## config.mk

```make
export PLATFORM = sky130hd
export DESIGN_NAME = output_sync_polarity_control
export DESIGN_NICKNAME = d
export VERILOG_FILES = /design/src/rtl/sync_polarity_pkg.sv /design/src/rtl/output_sync_polarity_control.sv /design/src/rtl/level_apply.sv
export SDC_FILE = /design/constraint.sdc
export NUM_CORES = 1
export LEC_CHECK = 0
export BUFFER_PORTS_ARGS = -buffer_cell sky130_fd_sc_hd__buf_2
export CORE_ASPECT_RATIO = 1.25
export CORE_MARGIN = 1.5
export CORE_UTILIZATION = 45
export DETAILED_ROUTE_END_ITERATION = 16
export PLACE_DENSITY = 0.88
export REMOVE_ABC_BUFFERS = 1
export SKIP_CTS_REPAIR_TIMING = 1
export SYNTH_ARGS = -nofsm -noshare
export SYNTH_HDL_FRONTEND = slang
export SYNTH_SLANG_ARGS = --single-unit
```

## constraint.sdc

```tcl
create_clock -name aclk -period 2.2 [get_ports aclk]
set_clock_uncertainty 0.15 [all_clocks]
set_input_delay 0.33 -clock aclk [delete_from_list [all_inputs] [get_ports aclk]]
set_output_delay 0.33 -clock aclk [all_outputs]
set_load 0.005 [all_outputs]
```

## src/rtl/sync_polarity_pkg.sv

```systemverilog
// register map, field positions and reset values for the sync polarity block
package sync_polarity_pkg;
  localparam logic [7:0] sync_output_polarity_off = 8'h37;
  localparam logic [7:0] resample_control_off = 8'h44;
  localparam logic [7:0] reserved_fixed_pattern_off = 8'h45;
  // printed offsets are not all multiples of four: byte address is index times four
  localparam logic [9:0] sync_output_polarity_addr = 10'h0DC;
  localparam logic [9:0] resample_control_addr = 10'h110;
  localparam logic [9:0] reserved_fixed_pattern_addr = 10'h114;
  localparam int hsync_bit = 7;
  localparam int hv_ref_bit = 6;
  localparam int vsync_bit = 5;
  localparam int line_lock_bit = 4;
  localparam int field_bit = 3;
  localparam int lock_invert_bit = 6;
  localparam logic [7:0] polarity_reset = 8'h00;
  localparam logic [7:0] resample_reset = 8'h01;
  localparam logic [7:0] reserved_reset = 8'h23;
  localparam logic [1:0] resp_okay = 2'h0;
  localparam logic [1:0] resp_slverr = 2'h2;
  localparam int n_timing = 6;
endpackage

```

## src/rtl/output_sync_polarity_control.sv

```systemverilog
// sync output polarity and subcarrier lock inversion register bank
// Behaviour
// - polarity bit 7: hsync active high when 0, active low when 1
// - polarity bit 6: horizontal and vertical reference share one polarity select
// - polarity bit 5: vsync active high when 0, active low when 1
// - polarity bit 4: line-lock reference active high when 0, low when 1
// - polarity bit 3: field indicator active high when 0, low when 1
// - resample bit 6 set inverts subcarrier lock bit in realtime control output
//
// Design decision made here: register access over AXI4-Lite.
`timescale 1ns/100ps
module output_sync_polarity_control
  import sync_polarity_pkg::*;
(
  input wire logic aclk,
  input wire logic aresetn,
  input wire logic [11:0] s_axi_awaddr,
  input wire logic s_axi_awvalid,
  output logic s_axi_awready,
  input wire logic [31:0] s_axi_wdata,
  input wire logic [3:0] s_axi_wstrb,
  input wire logic s_axi_wvalid,
  output logic s_axi_wready,
  output logic [1:0] s_axi_bresp,
  output logic s_axi_bvalid,
  input wire logic s_axi_bready,
  input wire logic [11:0] s_axi_araddr,
  input wire logic s_axi_arvalid,
  output logic s_axi_arready,
  output logic [31:0] s_axi_rdata,
  output logic [1:0] s_axi_rresp,
  output logic s_axi_rvalid,
  input wire logic s_axi_rready,
  input wire logic hsync_raw,
  input wire logic vsync_raw,
  input wire logic horizontal_reference_raw,
  input wire logic vertical_reference_raw,
  input wire logic line_lock_ref_raw,
  input wire logic field_raw,
  input wire logic subcarrier_lock_flag,
  output logic hsync_out,
  output logic vsync_out,
  output logic horizontal_reference_out,
  output logic vertical_reference_out,
  output logic line_lock_ref_out,
  output logic field_out,
  output logic realtime_control_lock_out
);
  logic [7:0] sync_output_polarity_ff;
  logic [7:0] resample_control_ff;
  logic [7:0] reserved_fixed_pattern_ff;
  logic [11:0] awaddr_ff;
  logic aw_held_ff;
  logic [7:0] wdata_ff;
  logic wstrb0_ff;
  logic w_held_ff;
  logic do_write;
  logic wr_hit;
  logic [n_timing-1:0] raw_vec;
  logic [n_timing-1:0] inv_vec;
  logic [n_timing-1:0] lvl_vec;
  logic [7:0] rd_val;
  logic rd_hit;

  // write address and data latched independently, in either order
  always_ff @(posedge aclk) begin
    if (!aresetn) begin
      aw_held_ff <= 1'b0;
      awaddr_ff <= 12'h000;
    end else if (s_axi_awvalid && s_axi_awready) begin
      aw_held_ff <= 1'b1;
      awaddr_ff <= s_axi_awaddr;
    end else if (do_write) begin
      aw_held_ff <= 1'b0;
    end
  end

  always_ff @(posedge aclk) begin
    if (!aresetn) begin
      w_held_ff <= 1'b0;
      wdata_ff <= 8'h00;
      wstrb0_ff <= 1'b0;
    end else if (s_axi_wvalid && s_axi_wready) begin
      w_held_ff <= 1'b1;
      wdata_ff <= s_axi_wdata[7:0];
      wstrb0_ff <= s_axi_wstrb[0];
    end else if (do_write) begin
      w_held_ff <= 1'b0;
    end
  end

  always_ff @(posedge aclk) begin
    if (!aresetn) begin
      s_axi_awready <= 1'b0;
      s_axi_wready <= 1'b0;
    end else begin
      s_axi_awready <= !aw_held_ff && !(s_axi_awvalid && s_axi_awready) && !s_axi_bvalid;
      s_axi_wready <= !w_held_ff && !(s_axi_wvalid && s_axi_wready) && !s_axi_bvalid;
    end
  end

  assign do_write = aw_held_ff && w_held_ff && !s_axi_bvalid;
  assign wr_hit = (awaddr_ff[11:2] == {2'b00, sync_output_polarity_off}) ||
                  (awaddr_ff[11:2] == {2'b00, resample_control_off}) ||
                  (awaddr_ff[11:2] == {2'b00, reserved_fixed_pattern_off});

  always_ff @(posedge aclk) begin
    if (!aresetn) begin
      s_axi_bvalid <= 1'b0;
      s_axi_bresp <= resp_okay;
    end else if (do_write) begin
      s_axi_bvalid <= 1'b1;
      s_axi_bresp <= wr_hit ? resp_okay : resp_slverr;
    end else if (s_axi_bready) begin
      s_axi_bvalid <= 1'b0;
    end
  end

  // register storage; byte lane 0 only
  always_ff @(posedge aclk) begin
    if (!aresetn) begin
      sync_output_polarity_ff <= polarity_reset;
      resample_control_ff <= resample_reset;
      reserved_fixed_pattern_ff <= reserved_reset;
    end else if (do_write && wstrb0_ff) begin
      case (awaddr_ff[11:2])
        {2'b00, sync_output_polarity_off}: sync_output_polarity_ff <= wdata_ff;
        // reserved fields stored as written; software keeps the patterns
        {2'b00, resample_control_off}: resample_control_ff <= wdata_ff;
        {2'b00, reserved_fixed_pattern_off}: reserved_fixed_pattern_ff <= wdata_ff;
        default: ;
      endcase
    end
  end

  always_comb begin
    rd_hit = 1'b1;
    case (s_axi_araddr[11:2])
      {2'b00, sync_output_polarity_off}: rd_val = sync_output_polarity_ff;
      {2'b00, resample_control_off}: rd_val = resample_control_ff;
      {2'b00, reserved_fixed_pattern_off}: rd_val = reserved_fixed_pattern_ff;
      default: begin
        rd_val = 8'h00;
        rd_hit = 1'b0;
      end
    endcase
  end

  always_ff @(posedge aclk) begin
    if (!aresetn) begin
      s_axi_arready <= 1'b0;
      s_axi_rvalid <= 1'b0;
      s_axi_rdata <= 32'h00000000;
      s_axi_rresp <= resp_okay;
    end else if (s_axi_arvalid && s_axi_arready) begin
      s_axi_arready <= 1'b0;
      s_axi_rvalid <= 1'b1;
      s_axi_rdata <= {24'h000000, rd_val};
      s_axi_rresp <= rd_hit ? resp_okay : resp_slverr;
    end else if (s_axi_rvalid) begin
      if (s_axi_rready) begin
        s_axi_rvalid <= 1'b0;
      end
    end else begin
      s_axi_arready <= 1'b1;
    end
  end

  // timing signals: hsync, vsync, horizontal_reference_out, vref, line lock, field
  assign raw_vec = {field_raw, line_lock_ref_raw, vertical_reference_raw,
                    horizontal_reference_raw, vsync_raw, hsync_raw};
  assign inv_vec = {sync_output_polarity_ff[field_bit],
                    sync_output_polarity_ff[line_lock_bit],
                    sync_output_polarity_ff[hv_ref_bit],
                    sync_output_polarity_ff[hv_ref_bit],
                    sync_output_polarity_ff[vsync_bit],
                    sync_output_polarity_ff[hsync_bit]};

  level_apply u_level (
    .aclk(aclk),
    .aresetn(aresetn),
    .raw_in(raw_vec),
    .invert(inv_vec),
    .level_out(lvl_vec)
  );

  assign hsync_out = lvl_vec[0];
  assign vsync_out = lvl_vec[1];
  assign horizontal_reference_out = lvl_vec[2];
  assign vertical_reference_out = lvl_vec[3];
  assign line_lock_ref_out = lvl_vec[4];
  assign field_out = lvl_vec[5];

  always_ff @(posedge aclk) begin
    if (!aresetn) begin
      realtime_control_lock_out <= 1'b0;
    end else begin
      realtime_control_lock_out <= subcarrier_lock_flag ^ resample_control_ff[lock_invert_bit];
    end
  end

  a_hsync_level: assert property (@(posedge aclk) disable iff (!aresetn)
    ##1 (hsync_out == ($past(hsync_raw) ^ $past(sync_output_polarity_ff[hsync_bit]))))
    else $error("hsync level wrong");
  a_hv_ref_level: assert property (@(posedge aclk) disable iff (!aresetn)
    ##1 ((horizontal_reference_out ==
          ($past(horizontal_reference_raw) ^ $past(sync_output_polarity_ff[hv_ref_bit]))) &&
         (vertical_reference_out ==
          ($past(vertical_reference_raw) ^ $past(sync_output_polarity_ff[hv_ref_bit])))))
    else $error("reference levels wrong");
  a_vsync_level: assert property (@(posedge aclk) disable iff (!aresetn)
    ##1 (vsync_out == ($past(vsync_raw) ^ $past(sync_output_polarity_ff[vsync_bit]))))
    else $error("vsync level wrong");
  a_line_lock_level: assert property (@(posedge aclk) disable iff (!aresetn)
    ##1 (line_lock_ref_out ==
         ($past(line_lock_ref_raw) ^ $past(sync_output_polarity_ff[line_lock_bit]))))
    else $error("line lock level wrong");
  a_field_level: assert property (@(posedge aclk) disable iff (!aresetn)
    ##1 (field_out == ($past(field_raw) ^ $past(sync_output_polarity_ff[field_bit]))))
    else $error("field level wrong");
  a_lock_invert: assert property (@(posedge aclk) disable iff (!aresetn)
    ##1 (realtime_control_lock_out ==
         ($past(subcarrier_lock_flag) ^ $past(resample_control_ff[lock_invert_bit]))))
    else $error("lock inversion wrong");
  a_reserved_store: assert property (@(posedge aclk) disable iff (!aresetn)
    (do_write && wstrb0_ff && awaddr_ff[11:2] == {2'b00, reserved_fixed_pattern_off})
    |=> (reserved_fixed_pattern_ff == $past(wdata_ff)))
    else $error("reserved register not stored");
  a_bresp_follows: assert property (@(posedge aclk) disable iff (!aresetn)
    do_write |=> s_axi_bvalid)
    else $error("write response missing");
endmodule

```

## src/rtl/level_apply.sv

```systemverilog
// per-signal polarity application, registered
`timescale 1ns/100ps
module level_apply
  import sync_polarity_pkg::*;
(
  input wire logic aclk,
  input wire logic aresetn,
  input wire logic [n_timing-1:0] raw_in,
  input wire logic [n_timing-1:0] invert,
  output logic [n_timing-1:0] level_out
);
  genvar gi;
  generate
    for (gi = 0; gi < n_timing; gi++) begin : g_bit
      always_ff @(posedge aclk) begin
        if (!aresetn) begin
          level_out[gi] <= 1'b0;
        end else begin
          level_out[gi] <= raw_in[gi] ^ invert[gi];
        end
      end
    end
  endgenerate
endmodule

```

==> results of run 1 <==
## stage by stage
| step | hold slack (ps) | worst slack, ps | cells | area, um^2 |
|---|---|---|---|---|
| CTS | 72.78 | 403.2 | 473 | 3401 |
| global route | 90.45 | 290.8 | 473 | 3401 |
| floorplan | 241.9 | 590.3 | 305 | 2735 |
| finish | 83.42 | 407.8 | 473 | 3401 |
| global placement | 281.4 | 477.8 | 458 | 3192 |
| detailed placement | 297.2 | 405.0 | 458 | 3192 |
## cell usage in the layout (no fill, tap or decap), drive strengths merged
| master | count |
|---|---|
| mux2 | 8 |
| nor3 | 3 |
| and3b | 1 |
| nor3b | 1 |
| a31oi | 1 |
| nand2b | 5 |
| nand2 | 69 |
| o21ai | 32 |
| dfxtp | 67 |
| nor4b | 2 |
| o211a | 1 |
| clkbuf | 13 |
| a21boi | 23 |
| nand3 | 20 |
| nor2b | 1 |
| and4b | 1 |
| a21oi | 1 |
| xor2 | 7 |
| inv | 3 |
| and4bb | 2 |
| a22oi | 8 |
| and2 | 11 |
| nand4b | 1 |
| buf | 68 |
| nand3b | 2 |
| o211ai | 1 |
| nand4 | 2 |
| conb | 26 |
| and3 | 1 |
| mux2i | 4 |
| nor4 | 1 |
| bufinv | 2 |
## how the worst max path moves through the flow
stage | startpoint | end | slack [ps] | depth (start not counted)
after floorplan | awaddr_ff[11] | sync_output_polarity_ff[0] | 590 | 3
after global placement | s_axi_araddr[2] | s_axi_rresp[1] | 480 | 5
after detailed placement | awaddr_ff[11] | reserved_fixed_pattern_ff[5] | 400 | 4
after CTS | awaddr_ff[11] | reserved_fixed_pattern_ff[1] | 400 | 4
after global routing | awaddr_ff[11] | reserved_fixed_pattern_ff[5] | 290 | 4
final | awaddr_ff[11] | reserved_fixed_pattern_ff[5] | 410 | 4
## power by group through the flow
| stage | Sequential, mW | Combinational [mW] | Clock [mW] |
|---|---|---|---|
| global route | 1.28 | 0.209 | 1.16 |
| finish | 1.27 | 0.182 | 1.10 |
| CTS | 1.27 | 0.183 | 1.11 |
| global placement | 1.30 | 0.176 | 0 |
| detailed placement | 1.30 | 0.182 | 0 |
| floorplan | 1.30 | 0.0853 | 0 |
## critical path, cell delays in order, from the launching register on
cell and delay [ps]:
dfxtp_1 340, nor4b_4 410, nand4_2 410, mux2i_1 280, nand2_1 80
## registers in the layout (all words and copies together), names as in the netlist
signal,flops
aw_held_ff,1
awaddr_ff,10
realtime_control_lock_out,1
resample_control_ff,8
reserved_fixed_pattern_ff,8
s_axi_arready,1
s_axi_awready,1
s_axi_bresp,1
s_axi_bvalid,1
s_axi_rdata,8
s_axi_rresp,1
s_axi_rvalid,1
s_axi_wready,1
sync_output_polarity_ff,8
u_level.level_out,6
w_held_ff,1
wdata_ff,8
wstrb0_ff,1
## cells by family after synthesis
kind of cell	Yosys count
muxes	12
other	1
xor gates and xnor gates	7
buffers and inverters	47
AOI/OAI and AO/OA	67
DFF	67
and+or+nand+nor	123
## routing by layer
| layer | GRT usage, % | vias up |
|---|---|---|
| met4 | 6.250 | 0 |
| met3 | 5.819 | 9 |
| li1 | - | 1171 |
| met2 | 28.73 | 78 |
| met1 | 19.67 | 1027 |
| met5 | 0 | - |
## layout make-up
class	count	area, um^2
tap	85	106.4
clock buffer	13	148.9
timing repair buffer	68	350.3
inverter	3	11.26
multi-input combinational	235	1383
fill	586	2845
sequential	67	1341
clock inverter	2	60.06
==> metrics.yaml, run 1 <==
status:
  outcome: "completed"
logic_synthesis:
  avgSynthCellArea_um2: 9.094
  synth_area_um2: 2947
  yosys.area.top_type_share_pct: 45.52
  yosysUniqueCellTypes: 40
  synth_top_cells_by_count: "nand2_1, dfxtp_1, buf_4, o21ai_0, a21boi_0"
  synth_area_leaders: "dfxtp_1, nand2_1, buf_4"
  yosysMostFrequentCell: "nand2_1"
  synth_mux_area_share_pct: 4.416
  synth_edf_count: 0
  postSynth.asyncResetShare_pct: 0
  synthAdderAreaFrac_pct: 0
  synth_compound_area_share_pct: 15.03
  synthFlopType: "dfxtp_1"
  synth_warnings: 0
  synth_seq_cells: 67
  synth_xor_area_share_pct: 2.081
  yosys.area_share.simple_pct: 22.08
  syn_inst: 324
  yosysTopAreaCell: "dfxtp_1"
  synth_top_family_by_area: "simple AND/OR/NAND/NOR gates"
  yosysSeqAreaShare_pct: 45.52
layout:
  final_nets: 458
  drive_above_1_share_pct: 25.26
  area_growth_pct: 15.41
  antenna_cells: 0
  utilization_pct: 54.45
grt:
  track_usage_pct: 17.09
  grt_antenna_before_repair: 0
  grt_pass1_wl_um: 9011
  grt_pass1_vias: 2030
  grt_max_degree: 43
  overflow: 0
worst_setup_path:
  reg2reg_depth: 4
  worst-path-max-fanout: 13
  criticalPathCategory: "flop to flop"
  r2r-start: "awaddr_ff[11]"
  start_kind: "flop"
  required_ps: 2260
  reg2reg_slack_ps: 410
  worstPathArrival_ps: 1860
  end_kind: "flop"
  reg2reg_to: "reserved_fixed_pattern_ff[5]"
detailed_routing:
  drtIter0Drc: 141
  num_vias: 2285
  met2_wirelength_um: 2824
  routed_wl_um: 5727
  drc_errors: 0
  routed.top_layer: "met4"
  ant_nets: 0
  dr_wl_met3_um: 354
  wl_met1_um: 2460
  wl_per_cell_um: 12.11
  via_per_inst: 4.831
  first_pass_iters: 4
clock_network:
  cts_tree: "built"
  cts_root_buffer: "clkbuf_8"
  clk_latency_ps: 340
  ctsLongestPathBuffers: 2
  cts_sinks: 67
  h-tree-depth: 3
  path_clk_slew_ps: 70
  cts_buffers: 9
power:
  clkPwrFrac_pct: 43.0
  vdd_drop_max_v: 0.0004598
  total_power_mw: 2.551
  switchingPower_mw: 0.5570
  switching_share_pct: 21.84
  comb_power_share_pct: 7.1
  power_density_nw_per_um2: 750.0
  total_leakage_power_nw: 1.443
  seq_power_share_pct: 49.9
  p_int_mw: 1.994
min_path:
  hold_start: "s_axi_awaddr[3]"
  hold_depth: 3
  hold_path_class: "input port to flop"
  holdPathEnd: "awaddr_ff[3]"
timing:
  setup_violations: 0
  drv_slew: 0
  final.min_clock_period_ps: 1792
  rsz0062_at_grt: "false"
  fmax_mhz: 558.0
  tns_ps: 0
  finalCritPeriodShare_pct: 81.46
  hold_viol: 0
place:
  gp_congestion: 0.7899
  dp_hpwl_um: 4089
  numPortBuffers: 64
floorplan:
  fp.dieH_um: 93.47
  ios: 122
  rows: 32
  dieArea_um2: 7045
  initial_core_util_pct: 47.18
  dieWidth_um: 75.38
  core_area_um2: 6246
run:
  cap_violations: 0
Power figures use the tool's default switching activity.
==> inputs of run 2 (changes only) <==
--- a/config.mk
+++ b/config.mk
@@ -5,12 +5,13 @@
 export SDC_FILE = /design/constraint.sdc
 export NUM_CORES = 1
 export LEC_CHECK = 0
+export ABC_AREA = 1
 export BUFFER_PORTS_ARGS = -buffer_cell sky130_fd_sc_hd__buf_2
 export CORE_ASPECT_RATIO = 1.25
 export CORE_MARGIN = 1.5
-export CORE_UTILIZATION = 45
+export CORE_UTILIZATION = 43
 export DETAILED_ROUTE_END_ITERATION = 16
-export PLACE_DENSITY = 0.88
+export PLACE_DENSITY = 0.87
 export REMOVE_ABC_BUFFERS = 1
 export SKIP_CTS_REPAIR_TIMING = 1
 export SYNTH_ARGS = -nofsm -noshare
==> constraint.sdc (replaced) <==
create_clock -name aclk -period 1.6 [get_ports aclk]
set_clock_uncertainty 0.15 [all_clocks]
set_input_delay 0.24 -clock aclk [delete_from_list [all_inputs] [get_ports aclk]]
set_output_delay 0.24 -clock aclk [all_outputs]
set_load 0.005 [all_outputs]
==> metrics.yaml, run 2 <==
layout:
  top_register: "awaddr_ff"
  area_growth_pct: 21.88
  stdcell_area_um2: 3645  # +7.2%
  largest_reg_flops: 10  # unchanged
  final_nets: 528  # +15%
  final_cell_mix: "dfxtp_1, buf_2, nor2_1"
  layout_commonest_cell: "dfxtp_1"
  drive_above_1_share_pct: 27.23  # +2.0 points
  antenna_cells: 0  # unchanged
logic_synthesis:
  yosysUniqueCellTypes: 31  # -23%
  syn_inst: 375  # +16%
  synth_top_cells_by_count: "dfxtp_1, nor2_1, a21oi_1, nand2_1, buf_4"
  synth_area_leaders: "dfxtp_1, buf_4, a21oi_1"
  synth_warnings: 0  # unchanged
  yosys.area.top_type_share_pct: 44.85  # -0.67 points
  synth_seq_cells: 67  # unchanged
  yosysMostFrequentCell: "dfxtp_1"
  synth_area_um2: 2990  # +1.5%
  postSynth.asyncResetShare_pct: 0  # unchanged
  synthFlopType: "dfxtp_1"
  synth_edf_count: 0  # unchanged
  yosysTopAreaCell: "dfxtp_1"
  yosysSeqAreaShare_pct: 44.85  # -0.67 points
  avgSynthCellArea_um2: 7.974  # -12%
detailed_routing:
  routed_wl_um: 6559  # +15%
  via_per_inst: 4.841  # +0.20%
  wl_per_cell_um: 12.01  # -0.78%
  drc_errors: 0  # unchanged
  first_pass_iters: 4  # unchanged
  drtIter0Drc: 279  # +98%
  num_vias: 2643  # +16%
  ant_nets: 0  # unchanged
place:
  numPortBuffers: 64  # unchanged
  dpl_cell_area_um2: 3346  # +4.8%
  dp_hpwl_um: 4473  # +9.4%
  post-place-ws_ps: 44.69  # -360.3 ps
  gp_congestion: 0.8373  # +6.0%
floorplan:
  fp.dieH_um: 96.24  # +3.0%
  rows: 33  # +3.1%
  core_area_um2: 6648  # +6.4%
  dieArea_um2: 7467  # +6.0%
  dieWidth_um: 77.59  # +2.9%
  ios: 122  # unchanged
  initial_core_util_pct: 44.98  # -2.2 points
worst_setup_path:
  worst-path-max-fanout: 5  # -8
  path_buf_inv: 1  # +1
  worstPathArrival_ps: 1710  # -150 ps
  path_delay_family: "simple AND/OR/NAND/NOR gates"
  slowest_delay_ps: 330  # -80 ps
  critPathSlowestCell: "dfxtp_2"
  end_kind: "flop"
  required_ps: 1730  # -530 ps
  criticalPathCategory: "flop to flop"
  start_kind: "flop"
  cp_cell_sequence: "nor2_2, nand4_1, nor2_4, buf_4, nand3_1, a21oi_1"
grt:
  track_usage_pct: 17.76  # +0.68 points
  grt_max_degree: 38  # -12%
  grt_pass1_vias: 2391  # +18%
  overflow: 0  # unchanged
  grt_pass1_wl_um: 10400  # +15%
  grt_antenna_before_repair: 0  # unchanged
timing:
  hold_ws_ps: -13.33  # -96.75 ps
  setup_violations: 0  # unchanged
  fin_ws_ps: 21.84  # -386.0 ps
  hold_viol: 5  # +5
  final.min_clock_period_ps: 1578  # -214.0 ps
  fmax_mhz: 633.6  # +14%
  drv_slew: 0  # unchanged
  finalCritPeriodShare_pct: 98.64  # +17 points
  tns_ps: 0  # unchanged
clock_network:
  cts_buffers: 9  # unchanged
  ctsLongestPathBuffers: 2  # unchanged
  cts_tree: "built"
  cts_root_buffer: "clkbuf_8"
  h-tree-depth: 3  # unchanged
  cts_sinks: 67  # unchanged
  clk_latency_ps: 350  # about the same
  path_clk_slew_ps: 70  # about the same
power:
  comb_power_share_pct: 9.7  # +2.6 points
  total_leakage_power_nw: 1.663  # +15%
  switchingPower_mw: 0.8947  # +61%
  total_power_mw: 3.412  # +34%
  vdd_drop_max_v: 0.0007981  # +74%
  seq_power_share_pct: 52.0  # +2.1 points
  p_int_mw: 2.518  # +26%
  clkPwrFrac_pct: 38.2  # -4.8 points
  power_density_nw_per_um2: 936.2  # +25%
  switching_share_pct: 26.22  # +4.4 points
status:
  outcome: "finished with violations"
  failed_checks: "hold timing"
run:
  cap_violations: 0  # unchanged
min_path:
  hold_path_class: "input port to flop"
## run 2: cell count changes after synthesis, sizes merged, moves of 5 or more
| cell | change |
|---|---|
| nor2 | +55 |
| a21oi | +39 |
| inv | +27 |
| a21boi | -23 |
| nand2 | -22 |
| nand4 | +16 |
| and2 | -11 |
| a22oi | -8 |
| mux2 | -8 |
| nand3 | +8 |
| xnor2 | +7 |
| xor2 | -7 |
| nand2b | -5 |
## run 2: area by class of cell
cell class | count | area, um^2
fill | 633 | 3003
clock inverter | 5 | 36.28
timing repair buffer | 82 | 495.5
multi-input combinational | 263 | 1391
sequential | 67 | 1343
inverter | 31 | 118.9
clock buffer | 11 | 151.4
tap | 87 | 108.9
## run 2: worst paths after layout
check / startpoint / to / slack, ps / cells past startpoint
max reg2reg: awaddr_ff[7] / resample_control_ff[6] / 20 / 6
min: s_axi_awaddr[11] / awaddr_ff[11] / -10 / 3
min reg2reg: sync_output_polarity_ff[0] / sync_output_polarity_ff[0] / 300 / 2
max: awaddr_ff[7] / resample_control_ff[6] / 20 / 6
## run 2: layer usage
layer	routed length, um	share of wire, %	vias up	track usage [%]
met3	350	5.3	16	4.455
met5	0	0	-	0
met4	116	1.8	0	8.182
met1	2832	43	1183	20.61
met2	3259	50	93	30.80
li1	-	-	1351	-
## run 2: worst min-delay path, cell delays in order
cell	delay, ps
buf_2	70
o21ai_0	70
nor2_1	70
## run 2: logic make-up after synthesis
logic type                share of synthesized area, %
and+or+nand+nor                                  26.32
AOI/OAI and AO/OA                                13.77
buffers and inverters                            12.89
DFF                                              44.85
xor gates and xnor gates                         2.050
other                                           0.1254
## run 2: per-stage QoR
stage / util, % / instances
2_1_floorplan: - / 360
3_3_place_gp: 50.33 / 521
3_5_place_dp: 50.33 / 521
4_1_cts: 53.15 / 537
5_1_grt: 54.83 / 546
6_report: 54.83 / 546
## run 2: power by group through the flow
| stage | Clock (mW) | Sequential, mW | Combinational, mW |
|---|---|---|---|
| after floorplan | 0 | 1.80 | 0.170 |
| after global placement | 0 | 1.81 | 0.304 |
| after detailed placement | 0 | 1.81 | 0.314 |
| after CTS | 1.32 | 1.77 | 0.315 |
| after global routing | 1.40 | 1.78 | 0.373 |
| final | 1.30 | 1.78 | 0.332 |
==> inputs of run 3 (changes only) <==
--- a/config.mk
+++ b/config.mk
@@ -7,7 +7,7 @@
 export LEC_CHECK = 0
 export ABC_AREA = 1
 export BUFFER_PORTS_ARGS = -buffer_cell sky130_fd_sc_hd__buf_2
-export CORE_ASPECT_RATIO = 1.25
+export CORE_ASPECT_RATIO = 1.4
 export CORE_MARGIN = 1.5
 export CORE_UTILIZATION = 43
 export DETAILED_ROUTE_END_ITERATION = 16
==> metrics.yaml, run 3 (same netlist as run 2, synthesis figures left out) <==
timing:
  hold_ws_ps: -15.66  # -2.329 ps
  final.min_clock_period_ps: 1478  # -99.84 ps
  setup_violations: 0  # unchanged
  hold_viol: 6  # +1
  finalCritPeriodShare_pct: 92.40  # -6.2 points
  drv_slew: 0  # unchanged
  fmax_mhz: 676.4  # +6.8%
  tns_ps: 0  # unchanged
  rsz0062_at_grt: "false"
clock_network:
  ctsLongestPathBuffers: 2  # unchanged
  cts_sinks: 67  # unchanged
  cts_buffers: 9  # unchanged
  clk_latency_ps: 340  # about the same
  cts_tree: "built"
  cts_root_buffer: "clkbuf_8"
  path_clk_slew_ps: 70  # about the same
  h-tree-depth: 3  # unchanged
worst_setup_path:
  crit_top_cell: "nor2_1"
  worst-path-max-fanout: 10  # +5
  required_ps: 1730  # about the same
  cp_cell_sequence: "nor2_1, nand4_1, nor2_4, nand2_4, clkinv_2, o21ai_0, nor2_1"
  worstPathArrival_ps: 1610  # -100 ps
  critPathSlowestCell: "dfxtp_1"
  end_kind: "flop"
  start_kind: "flop"
  criticalPathCategory: "flop to flop"
  slowest_delay_ps: 330  # about the same
power:
  switchingPower_mw: 0.8851  # -1.1%
  vdd_drop_max_v: 0.0006503  # -19%
  comb_power_share_pct: 9.4  # -0.3 points
  seq_power_share_pct: 53.0  # +1.0 points
  total_leakage_power_nw: 1.612  # -3.1%
  clkPwrFrac_pct: 37.6  # -0.6 points
  power_density_nw_per_um2: 942.7  # +0.70%
  total_power_mw: 3.346  # -1.9%
  p_int_mw: 2.461  # -2.2%
  switching_share_pct: 26.45  # +0.23 points
place:
  numPortBuffers: 64  # unchanged
  gp_congestion: 0.7784  # -7.0%
  dp_hpwl_um: 4617  # +3.2%
layout:
  final_nets: 519  # -1.7%
  largest_reg_flops: 10  # unchanged
  top_register: "awaddr_ff"
  area_growth_pct: 18.70
  layout_commonest_cell: "dfxtp_1"
  final_cell_mix: "dfxtp_1, buf_2, nor2_1"
  antenna_cells: 0  # unchanged
  fill_cells: 647  # +2.2%
  drive_above_1_share_pct: 26.00  # -1.2 points
grt:
  grt_pass1_wl_um: 10650  # +2.4%
  grt_pass1_vias: 2484  # +3.9%
  grt_max_degree: 38  # unchanged
  track_usage_pct: 18.22  # +0.45 points
  grt_antenna_before_repair: 0  # unchanged
  overflow: 0  # unchanged
status:
  failed_checks: "hold timing"
  outcome: "finished with violations"
run:
  cap_violations: 0  # unchanged
min_path:
  hold_path_class: "input port to flop"
detailed_routing:
  ant_nets: 0  # unchanged
  wl_per_cell_um: 11.89  # -1.0%
  num_vias: 2684  # +1.6%
  first_pass_iters: 4  # unchanged
  drtIter0Drc: 201  # -28%
  routed_wl_um: 6444  # -1.8%
  drc_errors: 0  # unchanged
  via_per_inst: 4.952  # +2.3%
floorplan:
  fp.dieH_um: 101.7  # +5.6%
  initial_core_util_pct: 44.92  # -0.059 points
  core_area_um2: 6656  # +0.13%
  dieWidth_um: 73.48  # -5.3%
  rows: 35  # +6.1%
  ios: 122  # unchanged
  dieArea_um2: 7471  # about the same
[run 3: cell count changes in the layout (fill, tap and decap cells not counted), moves of 3 or more]
cell | previous run | this run
o21ai_0 | 24 | 28
o21ai_1 | 9 | 5
dlygate4sd3_1 | 6 | 2
buf_4 | 10 | 7
[run 3: through the flow]
step,cell area [um^2],instances,hold WS [ps],utilization [%],setup WS (ps)
floorplan,2816,360,174.1,-,209.8
finish,3550,542,-15.66,53.33,121.7
CTS,3505,540,-24.30,52.65,11.04
global placement,3324,524,282.6,49.94,89.79
global route,3550,542,3.257,53.33,11.97
detailed placement,3324,524,289.2,49.94,23.24
[run 3: layer usage]
metal	part of all wire, %	global-route usage (%)
met3	6.1	4.677
met4	2.1	8.689
met1	39	19.71
met5	0	0
met2	53	32.43
[run 3: final timing paths]
kind	from	to	slack [ps]	depth (start not counted)
max reg2reg	awaddr_ff[6]	reserved_fixed_pattern_ff[6]	120	7
min reg2reg	sync_output_polarity_ff[2]	sync_output_polarity_ff[2]	300	2
max	awaddr_ff[6]	reserved_fixed_pattern_ff[6]	120	7
min	hsync_raw	u_level.level_out[0]	-20	3
[run 3: cell type report]
class	instances	area, um^2	share of cell area, %
well taps	92	115.1	3.243
repair buffers	74	412.9	11.63
clock buffers	11	141.4	3.983
clock inverters	5	38.79	1.093
inverters	31	117.6	3.313
multi-input cells	262	1383	38.95
flip-flops and latches	67	1341	37.79
[run 3: power by group through the flow]
stage / sequential [mW] / combinational [mW] / clock (mW)
6_report: 1.77 / 0.315 / 1.26
5_1_grt: 1.78 / 0.358 / 1.35
4_1_cts: 1.77 / 0.311 / 1.28
3_5_place_dp: 1.81 / 0.309 / 0
3_3_place_gp: 1.81 / 0.296 / 0
2_1_floorplan: 1.80 / 0.170 / 0
[run 3: critical path: cells and delay by family (launching register included)]
kind,cells,cell delay (ps)
AND/OR/NAND/NOR,5,730
buffers and inverters,1,130
AO/OA/AOI/OAI,1,90
flip-flops,1,330
